**src/logic/rar_pkg.sv**
```systemverilog
// Purpose: shared constants for the remote address remapper
// Assumes: 8-bit register port, byte offsets as printed
// Notes: alias and physical id fields sit in bits 7:1
package rar_pkg;
  localparam logic [7:0] ADDR_MODE_SELECT = 8'h05;
  localparam logic [7:0] ADDR_DESER_ID = 8'h06;
  localparam logic [7:0] ADDR_DESER_ALIAS = 8'h07;
  localparam logic [7:0] ADDR_REMOTE_TARGET_PHYS_ADDR = 8'h08;
  localparam logic [7:0] ADDR_SLAVE_ALIAS = 8'h09;
  localparam int MODE_TEN_BIT_POS = 0;
  localparam int MODE_TWELVE_BIT_POS = 1;
  localparam int MODE_OVERRIDE_POS = 5;
  localparam int HOLD_ID_POS = 0;
  localparam logic [7:0] RESET_MODE_SELECT = 8'h00;
  localparam logic [7:0] RESET_ID = 8'h00;
  localparam logic [6:0] ADDR_NONE = 7'h00;
  typedef enum logic [1:0] {RAR_ROUTE_NONE, RAR_ROUTE_DESER, RAR_ROUTE_SLAVE} rar_route_t;
endpackage

```
**src/logic/rar_match_if.sv**
```systemverilog
`timescale 1ns/1ps
// Purpose: carries alias table and lookup between the top and the matcher
// Assumes: single clock domain
// Notes: purely combinational signals
interface rar_match_if;
  logic [6:0] req_addr;
  logic [6:0] deser_alias;
  logic [6:0] deser_phys;
  logic [6:0] slave_alias;
  logic [6:0] slave_phys;
  rar_pkg::rar_route_t route;
  logic [6:0] mapped_addr;
  modport top (output req_addr, output deser_alias, output deser_phys, output slave_alias,
    output slave_phys, input route, input mapped_addr);
  modport matcher (input req_addr, input deser_alias, input deser_phys, input slave_alias,
    input slave_phys, output route, output mapped_addr);
endinterface

```
**src/logic/rar_remapper.sv**
```systemverilog
// Decided for this implementation: the address-and-strobe port.
`timescale 1ns/1ps
// Purpose: i2c pass-through address remapping toward the remote side
// Assumes: rx_lock and back-channel inputs are asynchronous pins
// Notes: one request is looked up per cycle, answer one cycle later
// Operation
// zero deserializer physical id blocks access to remote deserializer.
// after receiver lock, load deserializer id from control channel.
// hold bit set stops auto-load and keeps software value.
// deserializer alias match is replaced by deserializer physical id; zero alias disables.
// slave alias match is replaced by remote slave physical address.
// zero remote slave physical address disables slave access.
// ten-bit select changes payload mode only while override is set.
// software clears twelve-bit select when setting ten-bit select.
// override makes local mode bits win over back-channel mode bits.
// slave alias field in bits 7:1 configures the slave decoder.
// addresses matching no enabled alias are neither remapped nor forwarded.
module rar_remapper (
  input wire logic clk,
  input wire logic reset,
  input wire logic [7:0] reg_addr,
  input wire logic [7:0] reg_wdata,
  input wire logic reg_write,
  input wire logic reg_read,
  output logic [7:0] reg_rdata,
  input wire logic rx_lock,
  input wire logic [6:0] bc_deser_id,
  input wire logic [1:0] bc_mode,
  input wire logic req_valid,
  input wire logic [6:0] req_addr,
  output logic fwd_valid,
  output logic [6:0] fwd_addr,
  output logic fwd_to_slave,
  output logic req_local,
  output logic ten_bit_mode,
  output logic twelve_bit_mode
);
  logic [7:0] mode_select;
  logic [7:0] deser_id;
  logic [7:0] deser_alias;
  logic [7:0] remote_target_phys_addr;
  logic [7:0] slave_alias;
  logic lock_s1, lock_s2;
  logic [6:0] bcid_s1, bcid_s2, bcid_s3;
  logic [1:0] bcm_s1, bcm_s2;
  logic [1:0] next_mode;
  rar_match_if mi ();

  assign mi.req_addr = req_addr;
  assign mi.deser_alias = deser_alias[7:1];
  assign mi.deser_phys = deser_id[7:1];
  assign mi.slave_alias = slave_alias[7:1];
  assign mi.slave_phys = remote_target_phys_addr[7:1];

  rar_matcher u_match (
    .m(mi.matcher)
  );

  // pins pass two flops; a third id copy only feeds the stability compare
  always_ff @(posedge clk) begin
    if (reset) begin
      lock_s1 <= 1'b0;
      lock_s2 <= 1'b0;
      bcid_s1 <= 7'h00;
      bcid_s2 <= 7'h00;
      bcid_s3 <= 7'h00;
      bcm_s1 <= 2'h0;
      bcm_s2 <= 2'h0;
    end else begin
      lock_s1 <= rx_lock;
      lock_s2 <= lock_s1;
      bcid_s1 <= bc_deser_id;
      bcid_s2 <= bcid_s1;
      bcid_s3 <= bcid_s2;
      bcm_s1 <= bc_mode;
      bcm_s2 <= bcm_s1;
    end
  end

  always_ff @(posedge clk) begin
    if (reset) begin
      mode_select <= rar_pkg::RESET_MODE_SELECT;
      deser_alias <= rar_pkg::RESET_ID;
      remote_target_phys_addr <= rar_pkg::RESET_ID;
      slave_alias <= rar_pkg::RESET_ID;
    end else if (reg_write) begin
      case (reg_addr)
        rar_pkg::ADDR_MODE_SELECT: mode_select <= reg_wdata;
        rar_pkg::ADDR_DESER_ALIAS: deser_alias <= reg_wdata;
        rar_pkg::ADDR_REMOTE_TARGET_PHYS_ADDR: remote_target_phys_addr <= reg_wdata;
        rar_pkg::ADDR_SLAVE_ALIAS: slave_alias <= reg_wdata;
        default: mode_select <= mode_select;
      endcase
    end
  end

  // a software write wins over a same-cycle auto-load
  // an id word still settling across the pins is skipped, never loaded half-changed
  always_ff @(posedge clk) begin
    if (reset) begin
      deser_id <= rar_pkg::RESET_ID;
    end else if (reg_write && reg_addr == rar_pkg::ADDR_DESER_ID) begin
      deser_id <= reg_wdata;
    end else if (lock_s2 && bcid_s2 == bcid_s3 && !deser_id[rar_pkg::HOLD_ID_POS]) begin
      deser_id <= {bcid_s2, 1'b0};
    end
  end

  always_comb begin
    if (mode_select[rar_pkg::MODE_OVERRIDE_POS]) begin
      next_mode = {mode_select[rar_pkg::MODE_TWELVE_BIT_POS], mode_select[rar_pkg::MODE_TEN_BIT_POS]};
    end else begin
      next_mode = bcm_s2;
    end
  end

  always_ff @(posedge clk) begin
    if (reset) begin
      ten_bit_mode <= 1'b0;
      twelve_bit_mode <= 1'b0;
    end else begin
      ten_bit_mode <= next_mode[0];
      twelve_bit_mode <= next_mode[1];
    end
  end

  always_ff @(posedge clk) begin
    if (reset) begin
      fwd_valid <= 1'b0;
      fwd_addr <= 7'h00;
      fwd_to_slave <= 1'b0;
      req_local <= 1'b0;
    end else begin
      fwd_valid <= req_valid && mi.route != rar_pkg::RAR_ROUTE_NONE;
      fwd_addr <= mi.route != rar_pkg::RAR_ROUTE_NONE ? mi.mapped_addr : 7'h00;
      fwd_to_slave <= req_valid && mi.route == rar_pkg::RAR_ROUTE_SLAVE;
      req_local <= req_valid && mi.route == rar_pkg::RAR_ROUTE_NONE;
    end
  end

  always_ff @(posedge clk) begin
    if (reset) begin
      reg_rdata <= 8'h00;
    end else if (reg_read) begin
      case (reg_addr)
        rar_pkg::ADDR_MODE_SELECT: reg_rdata <= {mode_select[7:4], twelve_bit_mode, ten_bit_mode,
          mode_select[1:0]};
        rar_pkg::ADDR_DESER_ID: reg_rdata <= deser_id;
        rar_pkg::ADDR_DESER_ALIAS: reg_rdata <= deser_alias;
        rar_pkg::ADDR_REMOTE_TARGET_PHYS_ADDR: reg_rdata <= remote_target_phys_addr;
        rar_pkg::ADDR_SLAVE_ALIAS: reg_rdata <= slave_alias;
        default: reg_rdata <= 8'h00;
      endcase
    end else begin
      reg_rdata <= 8'h00;
    end
  end
endmodule // rar_remapper

```
**src/logic/rar_matcher.sv**
```systemverilog
`timescale 1ns/1ps
// Purpose: compares a request address with both aliases
// Assumes: zero alias or zero physical id disables a path
// Notes: deserializer path wins if both aliases are equal
module rar_matcher (
  rar_match_if.matcher m
);
  always_comb begin
    m.route = rar_pkg::RAR_ROUTE_NONE;
    m.mapped_addr = m.req_addr;
    if (m.deser_alias != rar_pkg::ADDR_NONE && m.deser_phys != rar_pkg::ADDR_NONE &&
        m.req_addr == m.deser_alias) begin
      m.route = rar_pkg::RAR_ROUTE_DESER;
      m.mapped_addr = m.deser_phys;
    end else if (m.slave_alias != rar_pkg::ADDR_NONE && m.slave_phys != rar_pkg::ADDR_NONE &&
        m.req_addr == m.slave_alias) begin
      m.route = rar_pkg::RAR_ROUTE_SLAVE;
      m.mapped_addr = m.slave_phys;
    end
  end
endmodule // rar_matcher

```
**config.mk**
```make
export PLATFORM = sky130hd
export DESIGN_NAME = rar_remapper
export DESIGN_NICKNAME = d
export VERILOG_FILES = /design/src/logic/rar_pkg.sv /design/src/logic/rar_match_if.sv /design/src/logic/rar_remapper.sv /design/src/logic/rar_matcher.sv
export SDC_FILE = /design/constraint.sdc
export NUM_CORES = 1
export LEC_CHECK = 0
export ABC_AREA = 1
export BUFFER_PORTS_ARGS = -buffer_cell sky130_fd_sc_hd__buf_4
export CORE_AREA = 2 2 103 85
export DETAILED_ROUTE_END_ITERATION = 8
export DIE_AREA = 0 0 105 87
export PLACE_DENSITY = 0.71
export SYNTH_ARGS = -nofsm -noshare
export SYNTH_HDL_FRONTEND = slang
export SYNTH_SLANG_ARGS = --single-unit
export TNS_END_PERCENT = 50
```
**constraint.sdc**
```tcl
create_clock -name clk -period 2.05 [get_ports clk]
set_input_delay 0.5125 -clock clk [delete_from_list [all_inputs] [get_ports clk]]
set_output_delay 0.5125 -clock clk [all_outputs]
set_load 0.05 [all_outputs]
```
Word level (Yosys, flattened, before mapping)
Cells that the tools add are included.
W data, S select, Z words.
{ "totals": {"register_bits": 87, "latchBits": 0, "ram_bits": 0, "rom_bits": 0, "inputBits": 38, "output_inout_bits": 20, "n_memories": 0} }
{ "op_classes": {"addsub": 0, "mul": 0, "n_div": 0, "n_lt_le_gt_ge": 0, "eq_ne": 9, "shifts": 0, "n_mux": 8, "bitwise_logic": 2, "n_reduce_logical": 24} }
{ "ops": {"columns": ["cell", "n"], "rows": [
  ["$pmux W8 S5", 1],
  ["$reduce_bool A7 Y1", 4],
  ["$eq A8 B3 Y1 const B", 3],
  ["$eq A7 B7 Y1", 3],
  ["$eq A8 B4 Y1 const B", 2],
  ["$mux W8", 2],
  ["$mux W7", 2],
  ["$logic_and A1 B1 Y1", 10],
  ["$reduce_and A2 Y1", 4],
  ["$mux W2", 3],
  ["$reduce_bool A2 Y1", 2],
  ["$reduce_or A2 Y1", 2],
  ["$eq A2 B2 Y1 const B", 1],
  ["$logic_not A2 Y1", 1],
  ["$not A1 Y1", 2],
  ["$logic_not A1 Y1", 1]
]} }

Longest topological paths before layout
{ "depth": {"ltp_word": 8, "mapped_depth": 10, "depth_no_buf": 10} }

By module
A second synthesis with hierarchy kept.
{ "hier_totals": {"hier_cells": 617, "hier_area_um2": 4102.7} }
{ "by_module_without_submodules": {"columns": ["module", "instances", "cells_each", "area_each_um2"], "rows": [
  ["rar_remapper", 1, 497, 3499.6],
  ["rar_matcher", 1, 120, 603.1]
]} }

Worst setup path after synthesis
No wires, ideal clock.
{ "synth_timing": {"path_type": "input to register", "startpoint": "input reg_addr[7]", "endpoint": "register slave_alias[3]", "setup_ns": 0.135, "arrival_time_ns": 1.453, "required_time_ns": 1.915, "setup_slack_ns": 0.462, "path_stages": 8, "path_buffers": 2, "path_cell_list": "nor2_2 -> nand3_2 -> buf_6 -> nor3_2 -> nand2_2 -> buf_6 -> nor2_1 -> a211oi_2"} }
{ "synth_between": {"elab_chain_cells": 2} }
{ "synth_lines": {"columns": ["element", "line_no", "text"], "rows": [
  ["start: declaration", "rar_remapper.sv:21", "input wire logic [7:0] reg_addr,"],
  ["$eq A8 B4 Y1", "rar_remapper.sv:87", "case (reg_addr)"],
  ["$reduce_and A2 Y1 (no line)", null, null],
  ["end signal: assignment", "rar_remapper.sv:85", "slave_alias <= rar_pkg::RESET_ID;"],
  ["end signal: assignment", "rar_remapper.sv:91", "rar_pkg::ADDR_SLAVE_ALIAS: slave_alias <= reg_wdata;"],
  ["end: declaration", "rar_remapper.sv:42", "logic [7:0] slave_alias;"]
]} }
No other way between the ends.
A chain may end at the register's enable or synchronous reset.

Worst setup path after layout
{ "layout_timing": {"startpoint": "input reg_addr[7]", "endpoint": "register slave_alias[7]"} }
Same word-level chain as after synthesis.

==> summary.md <==
| Metric | Value |
|---|---|
| I/O Buffers | 57 |
| Post-CTS setup repair buffer count | 0 |
| Mapped cell area | around 4000 um^2 |
| Placed Cells | between 700 and 800 |
| Clock slew at reported path FFs | around 90 ps |
| WL final | 10200 um |
| CP required | 2300 ps |
| R2R cell count | 9 |
| Setup Viol. Count Final | 0 |
| Status | complete, no violations |
| Total power | 0.00334 W |
| Cell count of the worst hold path | 3 |
| Reg2Reg Setup Slack | 450 ps |
| DRC Markers | 0 |
| Hold-fix buffers, CTS | 0 |
| CTS tree | yes |
| First-pass GRT wire length | about 17000 um |
| Most frequent cells in the layout | nand2_1 (128), nor2_1 (103), dfxtp_1 (85) |
| Ports | between 50 and 60 |
| RSZ-0062 raised after global routing | false |
| Crit path DAT | 1910 ps |
| Vias in the first global route | ~3.5k |
| Fmax | 603 MHz |
| Antenna Cells | 0 |
| CTS buffer count | 9 |
| Worst r2r src | slave_alias[2] |
| H-tree depth | 3 |
| Clk Latency, worst-skew pair | 370 ps |
| PnR worst setup slack | 391 ps |
| GRT overflow | 0 |
| Post-synthesis cell type count | 33 |
| Die width | 105 um |
| # Max-Cap Violations | 0 |
| Finished Layout Cells | 750 |
| Most common cell after layout, fill and taps aside | nand2_1 |
| Critical path class | in -> reg |
| Hold WS | 338 ps |
| Worst Setup Start Kind | input pin |
| Average instance area after synthesis | 6.99 um^2 |
| Final HPWL from detailed placement | between 7000 and 8000 um |
| Share of cells above drive strength 1 | 0.199 |
| Final period util | 0.809 |
| Worst Hold Class | in -> reg |
| Post_cts resized | 0 |
| Worst hold start | bc_mode[1] |
| Worst-case hold path end point | bcm_s1[1] |
| Die area | around 9100 um^2 |
| Count of final hold-check violations | 0 |
| Layout Nets | about 670 |
| Pwr dens | 700 nW/um^2 |
| Final min period | around 1700 ps |
| Skew final | 13.5 ps |
| Gr usage total | 0.235 |
| Core area | between 8000 and 9000 um^2 |
| Synth warnings | 0 |
| Die Height | 87 um |
| Area Growth Syn to Fin | 19.4% |
| Register area share after synthesis | 0.426 |
| Initial antenna violation count | 0 |
| Final Max Tran Viols | 0 |
| Syn_nets | 610 |
| Actual slew at the worst max-slew pin | approximately 470 ps |
| Initial Util | 0.489 |
| WL per Instance | 13.6 um |
| Crit-path max FO | 14 |
| Fillers | roughly 790 |
| Antenna Nets Post-Route | 0 |
| DRT iter0 DRCs | ~240 |
| First-pass DRT Iterations | 7 |
| Synthesized flop and latch total | 85 |
| Maximum vdd drop | a little over 0.0004 V |
| Endpoint class of the critical path | flip-flop |
| Cell leakage power | 2.12 nW |
| Largest net degree at the start of global routing | 35 |
| Relative slew slack | 0.683 |
| DR vias | 3815 |
| Clk sink count | 85 |
| Post-Synthesis Cells | about 570 |
| Vias per Instance | 5.09 |
| Clock Path Buffers | 2 |
| # rows | 30 |
| Placer's final routability congestion estimate | roughly 0.94 |
| Root Buffer | clkbuf_8 |
| DP Worst Slack | -1.81 ps |
| RR Endpoint | fwd_addr[0] |
[through the flow]
stage	utilization	cell area (um^2)	setup TNS [ps]
6_report	0.583	4770	0
5_1_grt	0.583	4770	0
4_1_cts	0.583	4770	0
3_5_place_dp	0.555	4540	-1.81
3_3_place_gp	0.555	4540	0
2_1_floorplan	-	4000	0
[worst max-delay path, cell delays in order]
cell and delay [ps]:
buf_4 110, nor2_2 110, nand3_2 300, nor3_2 330, nand2_2 270, nor2_1 210
a211oi_2 50
[registers in the layout, summed over array words and instances, names as in the netlist]
name / flops
ten_bit_mode: 1
bcid_s1: 7
lock_s2: 1
remote_target_phys_addr: 8
fwd_to_slave: 1
bcid_s3: 7
bcm_s2: 2
fwd_addr: 7
deser_alias: 8
slave_alias: 8
bcm_s1: 2
mode_select: 6
twelve_bit_mode: 1
req_local: 1
fwd_valid: 1
lock_s1: 1
reg_rdata: 8
deser_id: 8
bcid_s2: 7
[report_power, final]
part	internal, W	leakage [nW]	switching [W]
Combinational	0.000108	1.32	0.000168
Clock	0.000728	0.110	0.000637
Sequential	0.00168	0.690	0.0000197
[cells in the mapped netlist]
cell,count,area share
xnor2_1,1,0.0022
dfxtp_1,85,0.43
nor2_1,103,0.097
nand2_4,2,0.0056
a21oi_1,30,0.038
nor3_2,2,0.0050
o21ai_0,22,0.028
nor3b_4,1,0.0047
nand3_1,42,0.053
nor3_4,2,0.0081
nand3_4,1,0.0044
buf_2,3,0.0038
clkinv_4,1,0.0022
nor3_1,1,0.0013
nor2_4,5,0.014
inv_1,69,0.065
nand3b_1,1,0.0019
buf_1,3,0.0028
nor2_2,2,0.0031
clkinv_1,1,0.00094
o21ai_1,14,0.018
nand2_1,128,0.12
buf_6,3,0.0085
or2_2,1,0.0016
nor4_1,1,0.0016
nand4_1,10,0.016
nand3_2,4,0.010
a21oi_2,7,0.015
xor2_1,3,0.0066
nand2_2,4,0.0063
clkbuf_1,3,0.0028
inv_2,11,0.010
a211oi_2,6,0.019
[metal layers]
layer	up-vias	part of all wire	GRT usage
met4	0	0.020	0.0691
met5	-	0	0
met3	21	0.094	0.0606
li1	1924	-	-
met1	1699	0.45	0.318
met2	171	0.44	0.371
[logic make-up (layout without fill, tap and decap cells)]
logic type / Yosys count / count (layout) / share of synthesized area
AOI/OAI and AO/OA: 79 / 79 / 0.117
xor gates and xnor gates: 4 / 4 / 0.00877
buffers and inverters: 94 / 160 / 0.0961
DFF: 85 / 85 / 0.426
and+or+nand+nor: 310 / 310 / 0.353
[final cells by class]
type,instances,area (um^2),share of cell area
clock buffer,10,138,0.0288
clock inverter,6,92.6,0.0194
inverter,82,313,0.0655
multi-input combinational,393,1910,0.400
sequential,85,1700,0.356
tap,112,140,0.0294
timing repair buffer,62,478,0.100
[worst max-delay path by stage]
| stage | startpoint | to | slack [ps] | depth (start not counted) |
|---|---|---|---|---|
| detailed placement | reg_addr[7] | slave_alias[7] | -2 | 7 |
| floorplan | reg_addr[7] | slave_alias[3] | 460 | 8 |
| global route | reg_addr[7] | slave_alias[0] | 260 | 7 |
| CTS | reg_addr[7] | slave_alias[7] | 390 | 7 |
| finish | reg_addr[7] | slave_alias[7] | 390 | 7 |
| global placement | reg_addr[7] | slave_alias[3] | 40 | 7 |
(Power assumes the default switching activity.)
